`config.mk`:
```
export PLATFORM = sky130hd
export DESIGN_NAME = vsr_regs
export DESIGN_NICKNAME = d
export VERILOG_FILES = /design/src/rtl/vsr_pkg.sv /design/src/rtl/vsr_regs.sv
export SDC_FILE = /design/constraint.sdc
export NUM_CORES = 1
export LEC_CHECK = 0
export BUFFER_PORTS_ARGS = -buffer_cell sky130_fd_sc_hd__buf_2
export CELL_PAD_IN_SITES_DETAIL_PLACEMENT = 0
export CELL_PAD_IN_SITES_GLOBAL_PLACEMENT = 1
export CORE_MARGIN = 4
export CORE_UTILIZATION = 40
export CTS_CLUSTER_DIAMETER = 40
export CTS_CLUSTER_SIZE = 20
export DETAILED_ROUTE_END_ITERATION = 8
export GPL_TIMING_DRIVEN = 0
export PLACE_DENSITY = 0.83
export SYNTH_ARGS = -nofsm -noshare
export SYNTH_HDL_FRONTEND = slang
export SYNTH_SLANG_ARGS = --single-unit
```
`constraint.sdc`:
```
create_clock -name clk_sys_i -period 4.2 [get_ports clk_sys_i]
set_input_delay 0.21 -clock clk_sys_i [delete_from_list [all_inputs] [get_ports clk_sys_i]]
set_output_delay 0.21 -clock clk_sys_i [all_outputs]
set_load 0.01 [all_outputs]
```
`src/rtl/vsr_pkg.sv`:
```
// register indices, field positions, reset values and bus codes of the video status register bank
package vsr_pkg;
  localparam int unsigned VSR_DATA_W = 32;
  localparam int unsigned VSR_REG_W = 16;
  localparam int unsigned VSR_IDX_LSB = 2;
  localparam int unsigned VSR_IDX_MSB = 9;

  localparam logic [7:0] VSR_IDX_STD_STATUS = 8'h04;
  localparam logic [7:0] VSR_IDX_PAYLOAD_A = 8'h0a;
  localparam logic [7:0] VSR_IDX_PAYLOAD_B = 8'h0b;
  localparam logic [7:0] VSR_IDX_ACT_WORDS = 8'h0e;
  localparam logic [7:0] VSR_IDX_TOT_WORDS = 8'h0f;
  localparam logic [7:0] VSR_IDX_FRAME_LINES = 8'h10;
  localparam logic [7:0] VSR_IDX_FIELD_LINES = 8'h11;
  localparam logic [7:0] VSR_IDX_LINE_F1 = 8'h1b;
  localparam logic [7:0] VSR_IDX_LINE_F2 = 8'h1c;
  localparam logic [7:0] VSR_IDX_TIMING_CTRL = 8'h1f;
  localparam logic [7:0] VSR_IDX_AUX_CTRL = 8'h20;

  localparam int unsigned VSR_STD_LSB = 10;
  localparam int unsigned VSR_STD_MSB = 14;
  localparam int unsigned VSR_SCAN_BIT = 9;
  localparam int unsigned VSR_LOCK_BIT = 8;
  localparam int unsigned VSR_FMT_ERR_BIT = 15;
  localparam int unsigned VSR_VSHIFT_LSB = 6;
  localparam int unsigned VSR_VSHIFT_MSB = 8;
  localparam int unsigned VSR_HSHIFT_LSB = 3;
  localparam int unsigned VSR_HSHIFT_MSB = 5;
  localparam int unsigned VSR_FLIP_BIT = 0;
  localparam int unsigned VSR_MODE_BIT = 15;
  localparam int unsigned VSR_DROP_BIT = 14;
  localparam int unsigned VSR_COLL_BIT = 13;
  localparam int unsigned VSR_LINE_MSB = 10;

  localparam logic [15:0] VSR_RST_REG16 = 16'h0000;
  localparam logic [10:0] VSR_RST_LINE = 11'h000;
  localparam logic [2:0] VSR_RST_SHIFT = 3'h0;

  localparam logic [1:0] VSR_RESP_OKAY = 2'h0;
  localparam logic [1:0] VSR_RESP_SLVERR = 2'h2;
endpackage

```
`src/rtl/vsr_regs.sv`:
```
// axi4-lite register bank for video status, payload identification and insertion control
// Contract
// - read-only 5-bit detected standard, bits 14:10
// - bit 9 low progressive, high interlaced
// - bit 8 high when fully locked
// - read-only active words per line, bits 11:0
// - read-only total words per line, bits 12:0
// - read-only total lines per frame, bits 10:0
// - read-only active lines per field, bits 10:0
// - writable field one payload line, bits 10:0
// - writable field two payload line, bits 10:0
// - read-only timing format error flag, bit 15
// - vertical timing shift field, bits 8:6
// - horizontal timing shift field, bits 5:3
// - bit 0 inverts detected field polarity
// - bit 15 selects separate or concatenated mode
// - read-only dropped packet flag, bit 14
// - read-only ram collision flag, bit 13
// - bits 10:0 give first or only line
//
// Our own choice: the AXI4-Lite register port.
`timescale 1ns/10ps
module vsr_regs
  import vsr_pkg::*;
#(
  parameter int unsigned ADDR_W = 12
) (
  input wire logic clk_sys_i,
  input wire logic sys_rst_i,
  input wire logic [ADDR_W-1:0] s_axi_awaddr_i,
  input wire logic [2:0] s_axi_awprot_i,
  input wire logic s_axi_awvalid_i,
  output logic s_axi_awready_o,
  input wire logic [31:0] s_axi_wdata_i,
  input wire logic [3:0] s_axi_wstrb_i,
  input wire logic s_axi_wvalid_i,
  output logic s_axi_wready_o,
  output logic [1:0] s_axi_bresp_o,
  output logic s_axi_bvalid_o,
  input wire logic s_axi_bready_i,
  input wire logic [ADDR_W-1:0] s_axi_araddr_i,
  input wire logic [2:0] s_axi_arprot_i,
  input wire logic s_axi_arvalid_i,
  output logic s_axi_arready_o,
  output logic [31:0] s_axi_rdata_o,
  output logic [1:0] s_axi_rresp_o,
  output logic s_axi_rvalid_o,
  input wire logic s_axi_rready_i,
  input wire logic [4:0] detected_standard_code_i,
  input wire logic scan_type_flag_i,
  input wire logic standard_locked_i,
  input wire logic [11:0] active_words_count_i,
  input wire logic [12:0] total_words_count_i,
  input wire logic [10:0] frame_lines_count_i,
  input wire logic [10:0] field_active_lines_count_i,
  input wire logic timing_format_error_i,
  input wire logic aux_packet_dropped_i,
  input wire logic ram_access_collision_i,
  input wire logic field_i,
  output logic [15:0] payload_bytes_one_two_o,
  output logic [15:0] payload_bytes_three_four_o,
  output logic [10:0] payload_line_first_field_o,
  output logic [10:0] payload_line_second_field_o,
  output logic [2:0] vertical_timing_shift_o,
  output logic [2:0] horizontal_timing_shift_o,
  output logic field_polarity_flip_o,
  output logic field_o,
  output logic aux_insert_mode_o,
  output logic [10:0] aux_first_line_o
);

  // mapped means a documented index, a word-aligned address and nothing above the index bits
  function automatic logic vsr_is_mapped(input logic [ADDR_W-1:0] a);
    logic [7:0] idx;
    idx = a[VSR_IDX_MSB:VSR_IDX_LSB];
    vsr_is_mapped = (a[ADDR_W-1:VSR_IDX_MSB+1] == '0) && (a[1:0] == 2'h0) &&
      (idx == VSR_IDX_STD_STATUS || idx == VSR_IDX_PAYLOAD_A || idx == VSR_IDX_PAYLOAD_B ||
       idx == VSR_IDX_ACT_WORDS || idx == VSR_IDX_TOT_WORDS || idx == VSR_IDX_FRAME_LINES ||
       idx == VSR_IDX_FIELD_LINES || idx == VSR_IDX_LINE_F1 || idx == VSR_IDX_LINE_F2 ||
       idx == VSR_IDX_TIMING_CTRL || idx == VSR_IDX_AUX_CTRL);
  endfunction

  // byte-lane merge of a 16-bit register
  function automatic logic [15:0] vsr_merge16(input logic [15:0] old, input logic [31:0] d,
                                              input logic [3:0] strb);
    vsr_merge16 = {strb[1] ? d[15:8] : old[15:8], strb[0] ? d[7:0] : old[7:0]};
  endfunction

  // captured status
  logic [4:0] std_q;
  logic scan_q;
  logic lock_q;
  logic [11:0] act_words_q;
  logic [12:0] tot_words_q;
  logic [10:0] frame_lines_q;
  logic [10:0] field_lines_q;
  logic fmt_err_q;
  logic drop_q;
  logic coll_q;

  always_ff @(posedge clk_sys_i) begin
    if (sys_rst_i) begin
      std_q <= 5'h00;
      scan_q <= 1'b0;
      lock_q <= 1'b0;
      act_words_q <= 12'h000;
      tot_words_q <= 13'h0000;
      frame_lines_q <= 11'h000;
      field_lines_q <= 11'h000;
      fmt_err_q <= 1'b0;
      drop_q <= 1'b0;
      coll_q <= 1'b0;
    end else begin
      std_q <= detected_standard_code_i;
      scan_q <= scan_type_flag_i;
      lock_q <= standard_locked_i;
      act_words_q <= active_words_count_i;
      tot_words_q <= total_words_count_i;
      frame_lines_q <= frame_lines_count_i;
      field_lines_q <= field_active_lines_count_i;
      fmt_err_q <= timing_format_error_i;
      drop_q <= aux_packet_dropped_i;
      coll_q <= ram_access_collision_i;
    end
  end

  // write channel
  logic aw_have_q;
  logic w_have_q;
  logic [ADDR_W-1:0] aw_addr_q;
  logic [31:0] w_data_q;
  logic [3:0] w_strb_q;
  logic write_fire;
  logic aw_hs;
  logic w_hs;
  logic aw_have_d;
  logic w_have_d;
  logic bvalid_d;
  logic [7:0] w_idx;

  assign aw_hs = s_axi_awvalid_i && s_axi_awready_o;
  assign w_hs = s_axi_wvalid_i && s_axi_wready_o;
  assign write_fire = aw_have_q && w_have_q && !s_axi_bvalid_o;
  assign aw_have_d = write_fire ? 1'b0 : (aw_have_q || aw_hs);
  assign w_have_d = write_fire ? 1'b0 : (w_have_q || w_hs);
  assign bvalid_d = write_fire ? 1'b1 : (s_axi_bvalid_o && !s_axi_bready_i);
  assign w_idx = aw_addr_q[VSR_IDX_MSB:VSR_IDX_LSB];

  always_ff @(posedge clk_sys_i) begin
    if (sys_rst_i) begin
      aw_have_q <= 1'b0;
      w_have_q <= 1'b0;
      aw_addr_q <= '0;
      w_data_q <= 32'h0000_0000;
      w_strb_q <= 4'h0;
      s_axi_awready_o <= 1'b0;
      s_axi_wready_o <= 1'b0;
      s_axi_bvalid_o <= 1'b0;
      s_axi_bresp_o <= VSR_RESP_OKAY;
    end else begin
      aw_have_q <= aw_have_d;
      w_have_q <= w_have_d;
      s_axi_awready_o <= !aw_have_d && !bvalid_d;
      s_axi_wready_o <= !w_have_d && !bvalid_d;
      s_axi_bvalid_o <= bvalid_d;
      if (aw_hs) begin
        aw_addr_q <= s_axi_awaddr_i;
      end
      if (w_hs) begin
        w_data_q <= s_axi_wdata_i;
        w_strb_q <= s_axi_wstrb_i;
      end
      if (write_fire) begin
        s_axi_bresp_o <= vsr_is_mapped(aw_addr_q) ? VSR_RESP_OKAY : VSR_RESP_SLVERR;
      end
    end
  end

  // writable registers; read-only indices fall through untouched
  always_ff @(posedge clk_sys_i) begin
    if (sys_rst_i) begin
      payload_bytes_one_two_o <= VSR_RST_REG16;
      payload_bytes_three_four_o <= VSR_RST_REG16;
      payload_line_first_field_o <= VSR_RST_LINE;
      payload_line_second_field_o <= VSR_RST_LINE;
      vertical_timing_shift_o <= VSR_RST_SHIFT;
      horizontal_timing_shift_o <= VSR_RST_SHIFT;
      field_polarity_flip_o <= 1'b0;
      aux_insert_mode_o <= 1'b0;
      aux_first_line_o <= VSR_RST_LINE;
    end else if (write_fire && vsr_is_mapped(aw_addr_q)) begin
      unique case (w_idx)
        VSR_IDX_PAYLOAD_A: begin
          payload_bytes_one_two_o <= vsr_merge16(payload_bytes_one_two_o, w_data_q, w_strb_q);
        end
        VSR_IDX_PAYLOAD_B: begin
          payload_bytes_three_four_o <= vsr_merge16(payload_bytes_three_four_o, w_data_q, w_strb_q);
        end
        VSR_IDX_LINE_F1: begin
          if (w_strb_q[1]) begin
            payload_line_first_field_o[10:8] <= w_data_q[VSR_LINE_MSB:8];
          end
          if (w_strb_q[0]) begin
            payload_line_first_field_o[7:0] <= w_data_q[7:0];
          end
        end
        VSR_IDX_LINE_F2: begin
          if (w_strb_q[1]) begin
            payload_line_second_field_o[10:8] <= w_data_q[VSR_LINE_MSB:8];
          end
          if (w_strb_q[0]) begin
            payload_line_second_field_o[7:0] <= w_data_q[7:0];
          end
        end
        VSR_IDX_TIMING_CTRL: begin
          if (w_strb_q[1]) begin
            vertical_timing_shift_o[2] <= w_data_q[VSR_VSHIFT_MSB];
          end
          if (w_strb_q[0]) begin
            vertical_timing_shift_o[1:0] <= w_data_q[VSR_VSHIFT_MSB-1:VSR_VSHIFT_LSB];
            horizontal_timing_shift_o <= w_data_q[VSR_HSHIFT_MSB:VSR_HSHIFT_LSB];
            field_polarity_flip_o <= w_data_q[VSR_FLIP_BIT];
          end
        end
        VSR_IDX_AUX_CTRL: begin
          if (w_strb_q[1]) begin
            aux_insert_mode_o <= w_data_q[VSR_MODE_BIT];
            aux_first_line_o[10:8] <= w_data_q[VSR_LINE_MSB:8];
          end
          if (w_strb_q[0]) begin
            aux_first_line_o[7:0] <= w_data_q[7:0];
          end
        end
        default: begin
        end
      endcase
    end
  end

  // field indication with optional inversion
  always_ff @(posedge clk_sys_i) begin
    if (sys_rst_i) begin
      field_o <= 1'b0;
    end else begin
      field_o <= field_i ^ field_polarity_flip_o;
    end
  end

  // read channel
  logic ar_hs;
  logic rvalid_d;
  logic [7:0] r_idx;
  logic [15:0] r_word;

  assign ar_hs = s_axi_arvalid_i && s_axi_arready_o;
  assign rvalid_d = ar_hs ? 1'b1 : (s_axi_rvalid_o && !s_axi_rready_i);
  assign r_idx = s_axi_araddr_i[VSR_IDX_MSB:VSR_IDX_LSB];

  always_comb begin
    r_word = 16'h0000;
    unique case (r_idx)
      VSR_IDX_STD_STATUS: r_word = {1'b0, std_q, scan_q, lock_q, 8'h00};
      VSR_IDX_PAYLOAD_A: r_word = payload_bytes_one_two_o;
      VSR_IDX_PAYLOAD_B: r_word = payload_bytes_three_four_o;
      VSR_IDX_ACT_WORDS: r_word = {4'h0, act_words_q};
      VSR_IDX_TOT_WORDS: r_word = {3'h0, tot_words_q};
      VSR_IDX_FRAME_LINES: r_word = {5'h00, frame_lines_q};
      VSR_IDX_FIELD_LINES: r_word = {5'h00, field_lines_q};
      VSR_IDX_LINE_F1: r_word = {5'h00, payload_line_first_field_o};
      VSR_IDX_LINE_F2: r_word = {5'h00, payload_line_second_field_o};
      VSR_IDX_TIMING_CTRL: r_word = {fmt_err_q, 6'h00, vertical_timing_shift_o,
                                     horizontal_timing_shift_o, 2'h0, field_polarity_flip_o};
      VSR_IDX_AUX_CTRL: r_word = {aux_insert_mode_o, drop_q, coll_q, 2'h0, aux_first_line_o};
      default: r_word = 16'h0000;
    endcase
  end

  always_ff @(posedge clk_sys_i) begin
    if (sys_rst_i) begin
      s_axi_arready_o <= 1'b0;
      s_axi_rvalid_o <= 1'b0;
      s_axi_rdata_o <= 32'h0000_0000;
      s_axi_rresp_o <= VSR_RESP_OKAY;
    end else begin
      s_axi_arready_o <= !rvalid_d;
      s_axi_rvalid_o <= rvalid_d;
      if (ar_hs) begin
        s_axi_rdata_o <= vsr_is_mapped(s_axi_araddr_i) ? {16'h0000, r_word} : 32'h0000_0000;
        s_axi_rresp_o <= vsr_is_mapped(s_axi_araddr_i) ? VSR_RESP_OKAY : VSR_RESP_SLVERR;
      end
    end
  end
endmodule // vsr_regs

```
# After elaboration in Yosys (flattened, before gate mapping)
# Cells that the tools add are included.
dict set report totals {
  regBits 204
  inputBits 131
  wordCells 129
}
dict set report classes {
  eq_ne 22
  muxes 8
  bitwise_logic 1
  n_reduce_logical 59
}
# cell n
set ops {}
lappend ops {{case mux 16 bit (11 select lines)} 1}
lappend ops {{== test 8 x 5 -> 1 bit, second input constant} 10}
lappend ops {{== test 8 x 4 -> 1 bit, second input constant} 8}
lappend ops {{AND reduction 3 bit} 12}
lappend ops {{logical OR 1 bit} 22}
lappend ops {{== test 8 x 3 -> 1 bit, second input constant} 2}
lappend ops {{== test 8 x 6 -> 1 bit, second input constant} 2}
lappend ops {{2-to-1 mux 16 bit} 1}
lappend ops {{logical AND 1 bit} 14}
lappend ops {{zero test 2 bit} 4}
lappend ops {{zero test 1 bit} 7}
lappend ops {{2-to-1 mux 1 bit} 4}
lappend ops {{2-to-1 mux 2 bit} 2}
lappend ops {{bitwise XOR 1 bit} 1}

# Depth between registers and ports, before layout
dict set report logic_depth {
  word_depth 14
  mapped_depth 9
  depth_no_buf 6
}

# Worst setup path before layout
# Ideal clock, no wire load.
dict set report synth_path {
  path_kind {reg-to-reg}
  from {register aw_addr_q[11]}
  to {register payload_line_first_field_o[10]}
  setup_ns 0.128
  arrival_ns 1.796
  required_time_ns 4.072
  setup_slack_ns 2.276
  path_stages_with_launch 7
  cell_sequence {dfxtp_1 -> or4_4 -> nor4_4 -> nand3_1 -> nor2_2 -> mux2i_1 -> nor2_1}
}
dict set report synth_between {
  elab_chain_cells 5
}
# element line_no
set synth_lines {}
lappend synth_lines {{from (decl)} vsr_regs.sv:130} ;# logic [ADDR_W-1:0] aw_addr_q;
lappend synth_lines {{from (signal assigned)} vsr_regs.sv:167} ;# aw_addr_q <= s_axi_awaddr_i;
lappend synth_lines {{zero test 2 bit} vsr_regs.sv:76} ;# vsr_is_mapped = (a[ADDR_W-1:VSR_IDX_MSB+1] == '0) && (a[1:0] == 2'h0) &&
lappend synth_lines {{logical AND 1 bit (2 in a row)} vsr_regs.sv:76}
lappend synth_lines {{logical AND 1 bit} vsr_regs.sv:191} ;# end else if (write_fire && vsr_is_mapped(aw_addr_q)) begin
lappend synth_lines {{AND reduction 3 bit (no line)} --}
lappend synth_lines {{to (signal assigned)} vsr_regs.sv:201} ;# payload_line_first_field_o[10:8] <= w_data_q[VSR_LINE_MSB:8];
lappend synth_lines {{to (decl)} vsr_regs.sv:62} ;# output logic [10:0] payload_line_first_field_o,
# No other way between the ends.
# A chain may end at the register's enable or synchronous reset.

# Worst setup path after layout
dict set report layout_path {
  from {register aw_addr_q[11]}
  to {register payload_bytes_three_four_o[4]}
}
dict set report layout_between {
  elab_chain_cells 5
}
# element line_no
set layout_lines {}
lappend layout_lines {{zero test 2 bit} vsr_regs.sv:76}
lappend layout_lines {{logical AND 1 bit (2 in a row)} vsr_regs.sv:76}
lappend layout_lines {{logical AND 1 bit} vsr_regs.sv:191}
lappend layout_lines {{AND reduction 3 bit (no line)} --}
lappend layout_lines {{to (signal assigned)} vsr_regs.sv:197} ;# payload_bytes_three_four_o <= vsr_merge16(payload_bytes_three_four_o, w_data_q, w_strb_q);
lappend layout_lines {{to (decl)} vsr_regs.sv:61} ;# output logic [15:0] payload_bytes_three_four_o,
# No other way between the ends.

==> results.txt <==
status - finished clean
Clock transition at path regs - 70 ps
asr flop ratio synth - 0%
Hold/Removal Path Class - in -> reg
clk sinks - 186
pin count of the biggest net entering global routing - 17
overall power - 3.90 mW
placer congestion estimate - 0.872
H-tree levels - 4
final wirelength - 27000 µm
Die ar. - 0.0212 mm²
Tcrit/Tclk final - 56.3%
ranking of synthesized cells by area - dfxtp_1 49%, mux2i_1 8.3%, nand2_1 6.8%
final setup violation count - 0
Num CTS Buffers - 17
Final Worst Setup Slack - 1840 ps
Longest Clk Path Bufs - 2
crit end category - flop
RSZ-0062 raised after global routing - no
Hold Fails Final Rpt - 0
via count - 7154
die width - 146 µm
Post-synth top flop - dfxtp_1
Setup Slack @ Placement - 1480 ps
syn avg cell area - 9.01 µm²
CTS tree - built
critical path fanouts, max - 9
Yosys Warn Count - 0
Max-cap violations - 0
cell count after synthesis - 842
max frequency - 423 MHz
Layout fillers - 1838
Leak Pwr - 4.30 nW
Crit path arrival time - 2650 ps
crit path launch type - flop
die height - 146 µm
Routed Antenna Nets - 0
Worst VDD drop - 0.000257 V
vias in the first global route - 6732
Initial Utilization - 40.5%
Required @ worst endpoint - 4480 ps
Root Buffer - clkbuf_16
post-CTS sizing - 0
Seq/Total Area, Yosys - 49.1%
# port buffers - 202
grt ovf - 0
crit path max-delay cell type - or4_4
WL/cell - 19.7 µm
min cycle time layout - 2360 ps
first-pass iteration count of the detailed router - 6
flops & latches, synth - 186
power per cell area - 391 mW/mm²
Avg Vias per Cell - 5.24
# IOs - 246
NumNets Final - 1248
Slew headroom - 37.8%
cell row count - 50
worst slew pin tran - 924 ps
DP HPWL - 19900 µm
All-Layer GR Usage - 24.4%
synthesized area - 0.00758 mm²
CP max stage delay - 580 ps
Netlist cell types - 57
Area Overhead vs Synth - 31.4%
most common cell after layout, fill and taps aside - buf_2
Core Region - 0.0187 mm²
Slew Viols, Final - 0
layout cells sized above 1 - 25.2%
Fin Clk Skew - 11.7 ps
Post-route DRC - 0
EDFF count, synth - 0
initial antenna violation count - 1
first-pass GRT wire length - 40100 µm
most frequent cells in the layout - 212 x buf_2, 186 x dfxtp_1, 138 x nand2_1
top-area cell type share of the netlist area - 49.1%
clk_lat worst skew - 440 ps
final hold slack - 0.499 ps
area leader, netlist - dfxtp_1
Setup Crit Path Kind - reg -> reg
post-route setup TNS - 0 ps
initial drt markers - 602
critical path cell sequence - or4_4, nor4_4, nand3_1, nand2_1, a21oi_1
[timing repair]
| item | 4_1_cts | 5_1_grt |
|---|---|---|
| hold buffers | 37 | 0 |
| buffers inserted | 0 | 0 |
| endpoints found under the hold margin | 37 | 0 |
[worst max-delay path: cells and delay by family, from the launching register on]
family	cells	cell delay (ps)
flip-flops	1	320
AND/OR/NAND/NOR	4	1780
AO/OA/AOI/OAI	1	90
[routing by layer]
layer	routed length, µm	vias to the layer above	GRT usage, %
met2	12800	318	40.4
met1	11300	3354	31.5
met4	515	0	7.55
met3	2350	35	6.29
li1	-	3447	-
met5	0	-	0
[per-stage QoR]
stage               utilization, %  instances  cell area (µm²)
detailed placement            47.9       1295             8950
global route                  53.3       1365             9970
global placement              47.9       1295             8950
floorplan                        -        859             7650
CTS                           53.2       1364             9960
finish                        53.3       1365             9970
[synthesized netlist by cell type (5+ instances only)]
master / instances
buf_4: 18
a22oi_1: 19
a22o_1: 12
o21ai_0: 16
nor3_1: 8
dfxtp_1: 186
mux2i_1: 63
a222oi_1: 7
o22ai_1: 5
a21oi_1: 70
nor2_1: 79
nor2b_1: 62
nand2_1: 138
a32oi_1: 11
buf_2: 10
nor2_2: 5
nand3_1: 9
a211oi_1: 8
clkbuf_1: 38
and2_1: 6
[cells by family after synthesis]
logic type             share of synthesized area [%]
AO/OA/AOI/OAI                                   14.3
XOR/XNOR                                       0.115
other                                         0.0494
multiplexers                                    8.76
flip-flops                                      49.1
AND/OR/NAND/NOR                                 23.0
buffers and inverters                           4.67
[final timing paths]
| path | to | from | slack, ps | cells after the start |
|---|---|---|---|---|
| hold / removal | aw_addr_q[7] | s_axi_awaddr_i[7] | 0.5 | 3 |
| setup reg to reg | payload_bytes_three_four_o[4] | aw_addr_q[11] | 1840 | 5 |
| hold reg to reg | s_axi_rdata_o[4] | s_axi_rdata_o[4] | 460 | 2 |
| setup / recovery | payload_bytes_three_four_o[4] | aw_addr_q[11] | 1840 | 5 |
[report_power, final]
group / total, mW / internal (mW) / switching (mW)
clock: 1.74 / 1.04 / 0.697
sequential: 1.85 / 1.81 / 0.0360
combinational: 0.310 / 0.134 / 0.177
[area by class of cell]
class | instances | area [µm²] | share of cell area (%)
Clock buffer | 21 | 470 | 4.72
Timing Repair Buffer | 239 | 1380 | 13.9
Tap cell | 234 | 293 | 2.94
Multi-Input combinational cell | 602 | 3580 | 35.9
Inverter | 3 | 11.3 | 0.113
Clock inverter | 11 | 166 | 1.67
Buffer | 68 | 343 | 3.44
Antenna cell | 1 | 2.50 | 0.0251
Sequential cell | 186 | 3720 | 37.4
[state kept, by name, summed over array words and instances (netlist names), 2 cells and up]
signal and flops:
payload_bytes_one_two_o 16, payload_bytes_three_four_o 16, s_axi_rdata_o 16, w_data_q 16
tot_words_q 13, act_words_q 12, aw_addr_q 12, aux_first_line_o 11
field_lines_q 11, frame_lines_q 11, payload_line_first_field_o 11, payload_line_second_field_o 11
std_q 5, horizontal_timing_shift_o 3, vertical_timing_shift_o 3, w_strb_q 2
(Power assumes the default switching activity.)
